$ cat src/design/dram_req_pkg.sv
// Shared constants and types for the user request port of the DRAM controller.
// ****************************************************************************
// Summary of operation
// Command enable high marks command inputs valid.
// Slot code: 00 write, 01 read, 1x no-op.
// No-op slots skipped; other slots executed.
// Single-slot configuration: user never sends no-op.
// Build-time constant fixes commands per fabric cycle.
// One address per slot, taken under command enable.
// One bank per slot, taken under command enable.
// Write enable qualifies data and mask, independently.
// Write data is rise and fall halves concatenated.
// Active-high primary reset holds controller in reset.
// Core runs from differential primary clock pair; the code clocks from clk only, clkN is unused.
// Writes into a full buffer are discarded.
// User never mixes read and write in one word.
// Slots serviced in order; reads return in order.
// Calibration done is signalled; requests follow it.
// Inputs sampled on rising edge, only when enabled.
// ****************************************************************************
`default_nettype none
package dram_req_pkg;

  // Geometry of the request word.
  localparam int MEM_CLK_PER_FABRIC = 4;
  localparam int BURST_LENGTH       = 2;
  localparam int CMD_PER_CLK        = 2 * MEM_CLK_PER_FABRIC / BURST_LENGTH;
  localparam int SLOT_WIDTH         = 2;
  localparam int CMD_WIDTH          = 2;
  localparam int ADDR_WIDTH         = 20;
  localparam int BANK_WIDTH         = 4;
  localparam int DATA_WIDTH         = 18;
  localparam int DM_WIDTH           = 2;
  localparam int WR_DATA_WIDTH      = 2 * MEM_CLK_PER_FABRIC * DATA_WIDTH;
  localparam int WR_MASK_WIDTH      = 2 * MEM_CLK_PER_FABRIC * DM_WIDTH;

  // Buffer sizing.
  localparam int FIFO_DEPTH = 4;
  localparam int PTR_WIDTH  = 2;
  localparam int CNT_WIDTH  = 3;
  localparam logic [CNT_WIDTH-1:0] CNT_FULL   = 3'h4;
  localparam logic [CNT_WIDTH-1:0] CNT_AFULL  = 3'h3;
  localparam logic [CNT_WIDTH-1:0] CNT_AEMPTY = 3'h1;

  // Slot command codes; bit 1 set means no operation.
  typedef logic [CMD_WIDTH-1:0] cmd_t;
  localparam cmd_t CMD_WRITE = 2'h0;
  localparam cmd_t CMD_READ  = 2'h1;
  localparam cmd_t CMD_NOP_A = 2'h2;
  localparam cmd_t CMD_NOP_B = 2'h3;
  localparam int   NOP_BIT   = 1;

  // Reset pipeline length for rst_n; the sysRst pipeline has two fixed stages.
  localparam int RST_STAGES = 2;

  // One buffered command word, all slots together.
  typedef struct packed {
    logic [CMD_PER_CLK-1:0][CMD_WIDTH-1:0]  cmd;
    logic [CMD_PER_CLK-1:0][ADDR_WIDTH-1:0] addr;
    logic [CMD_PER_CLK-1:0][BANK_WIDTH-1:0] bank;
  } cmd_word_s;

  // One buffered write beat.
  typedef struct packed {
    logic [WR_DATA_WIDTH-1:0] data;
    logic [WR_MASK_WIDTH-1:0] mask;
  } wr_beat_s;

  // Slot walker states, one-hot.
  typedef enum logic [1:0] {
    WALK_IDLE = 2'h1,
    WALK_BUSY = 2'h2
  } walk_e;

endpackage : dram_req_pkg
`default_nettype wire

$ cat src/design/slot_if.sv
// Interface between the command buffer and the slot walker.
`timescale 1ns/1ns
`default_nettype none
interface slot_if;
  logic                   wordValid;
  dram_req_pkg::cmd_word_s word;
  logic                   wordTaken;

  modport feeder (output wordValid, output word, input wordTaken);
  modport walker (input wordValid, input word, output wordTaken);
endinterface : slot_if
`default_nettype wire

$ cat src/design/dram_user_request_port.sv
// User request port: buffers command words and write beats for the DRAM controller.
`timescale 1ns/1ns
`default_nettype none
module dram_user_request_port (
  // Primary clock pair and resets.
  input  wire logic                                  clk,
  input  wire logic                                  clkN,
  input  wire logic                                  rst_n,
  input  wire logic                                  sysRst,
  // Command request channel.
  input  wire logic                                  cmdEn,
  input  wire logic [2*dram_req_pkg::CMD_PER_CLK-1:0] cmd,
  input  wire logic [dram_req_pkg::CMD_PER_CLK*dram_req_pkg::ADDR_WIDTH-1:0] addr,
  input  wire logic [dram_req_pkg::CMD_PER_CLK*dram_req_pkg::BANK_WIDTH-1:0] bank,
  // Write data channel.
  input  wire logic                                  wrEn,
  input  wire logic [dram_req_pkg::WR_DATA_WIDTH-1:0] wrData,
  input  wire logic [dram_req_pkg::WR_MASK_WIDTH-1:0] wrMask,
  // Buffer status.
  output logic                                       cmdBufEmpty,
  output logic                                       cmdBufAlmostEmpty,
  output logic                                       cmdBufAlmostFull,
  output logic                                       cmdBufFull,
  output logic                                       wrBufEmpty,
  output logic                                       wrBufAlmostEmpty,
  output logic                                       wrBufAlmostFull,
  output logic                                       wrBufFull,
  output logic                                       cmdDropped,
  output logic                                       wrDropped,
  // Calibration.
  input  wire logic                                  calibDoneIn,
  output logic                                       calibComplete,
  // Memory-side command stream.
  input  wire logic                                  memCmdReady,
  output logic                                       memCmdValid,
  output logic                                       memCmdWrite,
  output logic [dram_req_pkg::ADDR_WIDTH-1:0]        memCmdAddr,
  output logic [dram_req_pkg::BANK_WIDTH-1:0]        memCmdBank,
  output logic [dram_req_pkg::SLOT_WIDTH-1:0]        memCmdSlot,
  // Memory-side write beat stream.
  input  wire logic                                  memWrReady,
  output logic                                       memWrValid,
  output logic [dram_req_pkg::WR_DATA_WIDTH-1:0]     memWrData,
  output logic [dram_req_pkg::WR_MASK_WIDTH-1:0]     memWrMask
);

  // ****************************************************************************
  // State
  // ****************************************************************************

  typedef struct packed {
    logic                                               sysRstMeta;
    logic                                               sysRstSync;
    logic                                               calibDone;
    dram_req_pkg::cmd_word_s [dram_req_pkg::FIFO_DEPTH-1:0] cmdMem;
    logic [dram_req_pkg::PTR_WIDTH-1:0]                 cmdWrPtr;
    logic [dram_req_pkg::PTR_WIDTH-1:0]                 cmdRdPtr;
    logic [dram_req_pkg::CNT_WIDTH-1:0]                 cmdCnt;
    dram_req_pkg::wr_beat_s [dram_req_pkg::FIFO_DEPTH-1:0] wrMem;
    logic [dram_req_pkg::PTR_WIDTH-1:0]                 wrWrPtr;
    logic [dram_req_pkg::PTR_WIDTH-1:0]                 wrRdPtr;
    logic [dram_req_pkg::CNT_WIDTH-1:0]                 wrCnt;
    logic                                               cmdDrop;
    logic                                               wrDrop;
  } port_s;

  localparam port_s PORT_RESET = '0;

  port_s                                 st_r;
  port_s                                 st_nxt;
  logic [dram_req_pkg::RST_STAGES-1:0]   rstPipe_r;
  logic                                  rstSyncN;
  logic                                  cmdPush;
  logic                                  cmdPop;
  logic                                  wrPush;
  logic                                  wrPop;
  dram_req_pkg::cmd_word_s               inWord;

  slot_if slots ();

  // ****************************************************************************
  // Reset release
  // ****************************************************************************

  // The complement clock leg clkN drives no logic inside this module, so
  // only the true leg clocks the logic; clkN is kept for pin compatibility.

  always_ff @(posedge clk or negedge rst_n) begin
    if (!rst_n) begin
      rstPipe_r <= '0;
    end else begin
      rstPipe_r <= {rstPipe_r[dram_req_pkg::RST_STAGES-2:0], 1'b1};
    end
  end

  assign rstSyncN = rstPipe_r[dram_req_pkg::RST_STAGES-1];

  // ****************************************************************************
  // Buffer control
  // ****************************************************************************

  // Flat user buses map slot by slot into one word; slot 0 in the low bits.
  assign inWord = '{cmd: cmd, addr: addr, bank: bank};

  // Requests are taken only on an enabled edge, with room, after calibration.
  // Refusing early requests avoids feeding the walker before the PHY is trained.
  assign cmdPush = cmdEn && (st_r.cmdCnt != dram_req_pkg::CNT_FULL)
                   && st_r.calibDone && !st_r.sysRstSync;
  assign wrPush  = wrEn && (st_r.wrCnt != dram_req_pkg::CNT_FULL)
                   && st_r.calibDone && !st_r.sysRstSync;
  assign cmdPop  = slots.wordTaken;
  assign wrPop   = memWrValid && memWrReady;

  // Next state of both buffers, the reset pipeline and the calibration flag.
  always_comb begin
    st_nxt            = st_r;
    st_nxt.sysRstMeta = sysRst;
    st_nxt.sysRstSync = st_r.sysRstMeta;
    st_nxt.calibDone  = calibDoneIn;
    st_nxt.cmdDrop    = cmdEn && !cmdPush;
    st_nxt.wrDrop     = wrEn && !wrPush;
    if (cmdPush) begin
      st_nxt.cmdMem[st_r.cmdWrPtr] = inWord;
      st_nxt.cmdWrPtr              = st_r.cmdWrPtr + 1'b1;
    end
    if (cmdPop) begin
      st_nxt.cmdRdPtr = st_r.cmdRdPtr + 1'b1; // Words leave in arrival order.
    end
    unique case ({cmdPush, cmdPop})
      2'h2:    st_nxt.cmdCnt = st_r.cmdCnt + 1'b1;
      2'h1:    st_nxt.cmdCnt = st_r.cmdCnt - 1'b1;
      default: st_nxt.cmdCnt = st_r.cmdCnt;
    endcase
    if (wrPush) begin
      st_nxt.wrMem[st_r.wrWrPtr] = '{data: wrData, mask: wrMask};
      st_nxt.wrWrPtr             = st_r.wrWrPtr + 1'b1;
    end
    if (wrPop) begin
      st_nxt.wrRdPtr = st_r.wrRdPtr + 1'b1;
    end
    unique case ({wrPush, wrPop})
      2'h2:    st_nxt.wrCnt = st_r.wrCnt + 1'b1;
      2'h1:    st_nxt.wrCnt = st_r.wrCnt - 1'b1;
      default: st_nxt.wrCnt = st_r.wrCnt;
    endcase
    // The primary reset clears everything but its own pipeline.
    if (st_r.sysRstSync) begin
      st_nxt            = PORT_RESET;
      st_nxt.sysRstMeta = sysRst;
      st_nxt.sysRstSync = st_r.sysRstMeta;
    end
  end

  // State register.
  always_ff @(posedge clk or negedge rstSyncN) begin
    if (!rstSyncN) begin
      st_r <= PORT_RESET;
    end else begin
      st_r <= st_nxt;
    end
  end

  // ****************************************************************************
  // Slot issue
  // ****************************************************************************

  assign slots.wordValid = (st_r.cmdCnt != '0);
  assign slots.word      = st_r.cmdMem[st_r.cmdRdPtr];

  slot_walker u_walker (
    .clk         (clk),
    .rstN        (rstSyncN),
    .holdRst     (st_r.sysRstSync),
    .slots       (slots.walker),
    .memCmdReady (memCmdReady),
    .memCmdValid (memCmdValid),
    .memCmdWrite (memCmdWrite),
    .memCmdAddr  (memCmdAddr),
    .memCmdBank  (memCmdBank),
    .memCmdSlot  (memCmdSlot)
  );

  // ****************************************************************************
  // Outputs
  // ****************************************************************************

  // Status comes straight from the registered counts and flags.
  assign cmdBufEmpty       = (st_r.cmdCnt == '0);
  assign cmdBufAlmostEmpty = (st_r.cmdCnt <= dram_req_pkg::CNT_AEMPTY);
  assign cmdBufAlmostFull  = (st_r.cmdCnt >= dram_req_pkg::CNT_AFULL);
  assign cmdBufFull        = (st_r.cmdCnt == dram_req_pkg::CNT_FULL);
  assign wrBufEmpty        = (st_r.wrCnt == '0);
  assign wrBufAlmostEmpty  = (st_r.wrCnt <= dram_req_pkg::CNT_AEMPTY);
  assign wrBufAlmostFull   = (st_r.wrCnt >= dram_req_pkg::CNT_AFULL);
  assign wrBufFull         = (st_r.wrCnt == dram_req_pkg::CNT_FULL);
  assign cmdDropped        = st_r.cmdDrop;
  assign wrDropped         = st_r.wrDrop;
  assign calibComplete     = st_r.calibDone;

  // Write beats drain in order from the buffer head.
  assign memWrValid = (st_r.wrCnt != '0);
  assign memWrData  = st_r.wrMem[st_r.wrRdPtr].data;
  assign memWrMask  = st_r.wrMem[st_r.wrRdPtr].mask;

endmodule : dram_user_request_port
`default_nettype wire

$ cat src/design/slot_walker.sv
// Slot walker: issues the slots of one command word in order, skipping no-ops.
`timescale 1ns/1ns
`default_nettype none
module slot_walker (
  // Clock and reset.
  input  wire logic                                clk,
  input  wire logic                                rstN,
  input  wire logic                                holdRst,
  // Command words from the buffer.
  slot_if.walker                                   slots,
  // Memory-side command stream.
  input  wire logic                                memCmdReady,
  output logic                                     memCmdValid,
  output logic                                     memCmdWrite,
  output logic [dram_req_pkg::ADDR_WIDTH-1:0]      memCmdAddr,
  output logic [dram_req_pkg::BANK_WIDTH-1:0]      memCmdBank,
  output logic [dram_req_pkg::SLOT_WIDTH-1:0]      memCmdSlot
);

  typedef struct packed {
    dram_req_pkg::walk_e                     state;
    dram_req_pkg::cmd_word_s                 word;
    logic [dram_req_pkg::CMD_PER_CLK-1:0]    pending;
    logic                                    outValid;
    logic                                    outWrite;
    logic [dram_req_pkg::ADDR_WIDTH-1:0]     outAddr;
    logic [dram_req_pkg::BANK_WIDTH-1:0]     outBank;
    logic [dram_req_pkg::SLOT_WIDTH-1:0]     outSlot;
  } walk_s;

  localparam walk_s WALK_RESET = '{state: dram_req_pkg::WALK_IDLE, default: '0};

  walk_s                                 st_r;
  walk_s                                 st_nxt;
  logic [dram_req_pkg::CMD_PER_CLK-1:0]  isOp;

  // Mark the live slots of the word at the buffer head; no-op codes are dropped here.
  for (genvar s = 0; s < dram_req_pkg::CMD_PER_CLK; s++) begin : g_slot
    assign isOp[s] = ~slots.word.cmd[s][dram_req_pkg::NOP_BIT];
  end

  // A word is taken only when the walker has finished the previous one.
  assign slots.wordTaken = slots.wordValid && (st_r.state == dram_req_pkg::WALK_IDLE);

  // Next state: hold a stalled slot, else issue the lowest pending slot.
  always_comb begin
    logic                                  found;
    logic [dram_req_pkg::SLOT_WIDTH-1:0]   idx;
    found  = 1'b0;
    idx    = '0;
    st_nxt = st_r;
    for (int i = 0; i < dram_req_pkg::CMD_PER_CLK; i++) begin
      if (!found && st_r.pending[i]) begin
        found = 1'b1;
        idx   = dram_req_pkg::SLOT_WIDTH'(i); // Lowest first keeps slot order.
      end
    end
    if (!(st_r.outValid && !memCmdReady)) begin
      st_nxt.outValid = found;
      if (found) begin
        st_nxt.outWrite     = (st_r.word.cmd[idx] == dram_req_pkg::CMD_WRITE);
        st_nxt.outAddr      = st_r.word.addr[idx];
        st_nxt.outBank      = st_r.word.bank[idx];
        st_nxt.outSlot      = idx;
        st_nxt.pending[idx] = 1'b0;
      end
    end
    unique case (st_r.state)
      dram_req_pkg::WALK_IDLE: begin
        if (slots.wordValid) begin
          st_nxt.word    = slots.word;
          st_nxt.pending = isOp;
          st_nxt.state   = dram_req_pkg::WALK_BUSY;
        end
      end
      dram_req_pkg::WALK_BUSY: begin
        // The last pending slot moves to the output this cycle; accept the next word.
        if (st_nxt.pending == '0) begin
          st_nxt.state = dram_req_pkg::WALK_IDLE;
        end
      end
    endcase
    if (holdRst) begin
      st_nxt = WALK_RESET;
    end
  end

  // State register.
  always_ff @(posedge clk or negedge rstN) begin
    if (!rstN) begin
      st_r <= WALK_RESET;
    end else begin
      st_r <= st_nxt;
    end
  end

  assign memCmdValid = st_r.outValid;
  assign memCmdWrite = st_r.outWrite;
  assign memCmdAddr  = st_r.outAddr;
  assign memCmdBank  = st_r.outBank;
  assign memCmdSlot  = st_r.outSlot;

endmodule : slot_walker
`default_nettype wire

$ cat config.mk
export PLATFORM = sky130hd
export DESIGN_NAME = dram_user_request_port
export DESIGN_NICKNAME = d
export VERILOG_FILES = /design/src/design/dram_req_pkg.sv /design/src/design/slot_if.sv /design/src/design/dram_user_request_port.sv /design/src/design/slot_walker.sv
export SDC_FILE = /design/constraint.sdc
export NUM_CORES = 1
export LEC_CHECK = 0
export ABC_AREA = 1
export ABC_CLOCK_PERIOD_IN_PS = 56100
export BUFFER_PORTS_ARGS = -buffer_cell sky130_fd_sc_hd__buf_2
export CAP_MARGIN = 0
export CORE_AREA = 2 2 376 378
export DETAILED_ROUTE_END_ITERATION = 12
export DIE_AREA = 0 0 378 380
export SETUP_SLACK_MARGIN = 0.4
export SYNTH_ARGS = -nofsm -noshare
export SYNTH_HDL_FRONTEND = slang
export SYNTH_SLANG_ARGS = --single-unit
$ cat constraint.sdc
create_clock -name clk -period 56.1 [get_ports clk]
set_input_delay 16.83 -clock clk [delete_from_list [all_inputs] [get_ports clk]]
set_output_delay 16.83 -clock clk [all_outputs]
set_load 0.1 [all_outputs]
==> flow_metrics.tcl <==
set metrics [dict create \
    ctsLongestPathBuffers 3 \
    critical_path_arrival_ps 4580 \
    powerDensity_mw_per_mm2 45.5 \
    path_clk_slew_ps 60 \
    ir_worst_vdd_mv 0.0369 \
    crit_buf_inv 4 \
    detail_route.wirelength_um 174000 \
    path_depth 6 \
    setup-violations-final 0 \
    cpMaxStageDelayCell "buf_4" \
    synth_simple_gate_area_share_pct 17.0 \
    fill_cells 13800 \
    drt_iter0_markers 4534 \
    place.port_buffers 471 \
    crit_start "st_r[5]" \
    asyncSetResetFlopFracSynth_pct 100 \
    crit_required_ps 39270 \
    synth.ff_latch_count 1215 \
    postRouteAntennaNets 0 \
    worstSetupPathType "reg2out" \
    drt_pre_antenna_iters 6 \
    die_height_um 380 \
    timing.critical_path.mode_cell "buf_4" \
    fin_nets 6635 \
    leakage_nw 28.7 \
    yosysSeqAreaShare_pct 54.9 \
    setup_repair_after_global_routing_missed_its_margin "false" \
    max_cap_violations 0 \
    postSynth.topFlopCell "dfrtp_1" \
    fin_ws_ps 34690 \
    synthAdderAreaFrac_pct 0.407 \
    postLayoutCellArea_mm2 0.0623 \
    worstMarginPinSlew_ps 1180 \
    synth_top_family_by_area "compound AO/OA/AOI/OAI gates" \
    postPlaceCellArea_mm2 0.0576 \
    synth.top_cells.by_area "dfrtp_1 55%, nand3_1 9.9%, o21ai_0 9.8%, nand2_1 4.5%, o22ai_1 3.4%" \
    cts.hold.buffers_added 0 \
    clock_sinks 1215 \
    detailed_place_hpwl_um 98200 \
    post-cts-setup-buffer-count 0 \
    worstPathMaxFanout 82 \
    critical_path.startpoint_type "register" \
    whs_ps 333 \
    synth.cell_area_mm2 0.0554 \
    pin_count 473 \
    timing.critical_path.max_delay_family "buffers and inverters" \
    worst_slew_margin_rel_pct 21.1 \
    antenna_found_initial 38 \
    cts_resized 0 \
    floorplan.rows 137 \
    synth_edf_count 0 \
    first_global_vias 44500 \
    finalMaxSlewViolations 0 \
    floorplan_die_area_mm2 0.144 \
    pre_cts_ws_ps 35420 \
    xor_xnor_portion_of_the_synthesized_cell_area_pct 0.0316 \
    post_synth.cell_area_avg_um2 8.85 \
    library_cell_occupying_the_most_area_in_the_post_synthesis_netlist "dfrtp_1" \
    final-seq-area_mm2 0.0304 \
    synth_compound_area_share_pct 19.1 \
    gp_routability_congestion 0.807 \
    routed_via_density 5.65 \
    report.final.hold_viol_count 0 \
    initial_utilization_pct 39.8 \
    areaGrowthSynthToFinish_pct 12.5 \
    wire_per_inst_um 20.9 \
    dr_total_vias 47100 \
    worst_r2r_path_depth 5 \
    cts.root.buffer_cell "clkbuf_16" \
    multi_input_area_mm2 0.0204 \
    fmax_ghz 0.0467 \
    syn-instance-count 6258 \
    route.detailed.drc 0 \
    core_area_mm2 0.139 \
    yosys.area.top_type_share_pct 54.9 \
    timing.rr.start "rstPipe_r[1]" \
    layout_utilization_pct 44.8 \
    synth.net_count 6549 \
    largest_net_degree_at_the_start_of_global_routing 186 \
    grt.overflow.total 0 \
    clock-skew-final_ps 56.2 \
    mux_cell_area_share_after_synthesis_pct 0 \
    cell_chain_critical_path "inv_8 -> buf_4 -> buf_4 -> o21ai_0 -> o22ai_1 -> buf_2" \
    timing.critical_path.slowest_cell_delay_ps 820 \
    globalRouteTotalUtil_pct 23.7 \
    run_status "completed" \
    first_pass_grt_wire_length_um 270000 \
    clkLatencyLatePin_ps 780 \
    worst_setup_path_end_kind "primary output" \
    tritoncts.num_buffers 139 \
    final_min_period_over_clock_period_pct 38.2 \
    hold_path_class "reg2async" \
    htree_num_levels 4 \
    drive_above_1_share_pct 13.3 \
    yosys_warnings 0 \
    setup_tns_ps 0 \
    synth_cell_type_count 36 \
    dieWidth_um 378 \
    min_period_ps 21410 \
    cts_tree "done" \
]
[per-layer routing]
metal | global-route usage [%] | part of all wire, %
met4 | 9.52 | 3.5
met5 | 0 | 0.060
met2 | 36.0 | 45
met1 | 33.5 | 44
met3 | 4.33 | 7.1
[final cells by class]
cell class                 count  area share (%)
antenna                       15          0.0603
clock buffer                 200            6.45
clock inverter                45            1.03
inverter                     394            2.43
multi-input combinational   4053            32.7
sequential                  1215            48.8
tap                         1876            3.77
timing repair buffer         541            4.71
[sequential cells by signal (all words and copies together), names as in the netlist]
signal	flops
cmdDropped	1
rstPipe_r	2
st_r	1072
u_walker.memCmdBank	4
wrDropped	1
calibComplete	1
u_walker.memCmdValid	1
u_walker.memCmdSlot	2
u_walker.memCmdWrite	1
u_walker.st_r	110
u_walker.memCmdAddr	20
[kinds of logic after synthesis]
group	Yosys count
compound gates	1911
simple gates	2121
other cells	1
buf+inv	990
flops	1215
xor+xnor	2
fa+ha+maj	18
[path summary, 6_finish.rpt]
check | endpoint | slack, ps
max | memWrData[126] | 34690
min | st_r[533] | 330
max reg2reg | st_r[636] | 51020
min reg2reg | st_r[533] | 330
max in group asynchronous | rstPipe_r[1] | 40150
min in group clk | st_r[1073] | 350
[synth_stat cells (48+ instances only)]
master / instances
clkbuf_1: 217
dfrtp_1: 1214
a21oi_1: 205
inv_1: 384
nand3_1: 1090
buf_4: 84
o211ai_1: 74
o21ai_1: 185
o22ai_2: 60
buf_2: 225
o22ai_1: 303
nor2_1: 337
nand2_1: 671
buf_6: 48
o21ai_0: 1080
[power breakdown]
part | internal (mW) | total, mW | switching [mW]
Combinational | 0.157 | 0.968 | 0.811
Sequential | 0.908 | 0.941 | 0.0337
Clock | 0.541 | 0.924 | 0.383
[cells in the final DEF, fill, tap and decap left out, drive strengths merged, types with 15 or more instances in the layout]
master and count:
o22ai 363, ha 18, inv 400, o21ai 1266
buf 541, clkinv 29, diode 15, dfrtp 1214
nand2 685, o211ai 74, nor2 341, nand3 1092
a21oi 206, clkbuf 200
[metrics by stage]
| step | cells | total power [mW] |
|---|---|---|
| after CTS | 8324 | 2.85 |
| after global placement | 8079 | 1.92 |
| final | 8339 | 2.83 |
| after floorplan | 6258 | 1.71 |
| after detailed placement | 8079 | 1.92 |
| after global routing | 8334 | 2.95 |
No activity file was read; power rests on OpenSTA's default activity.
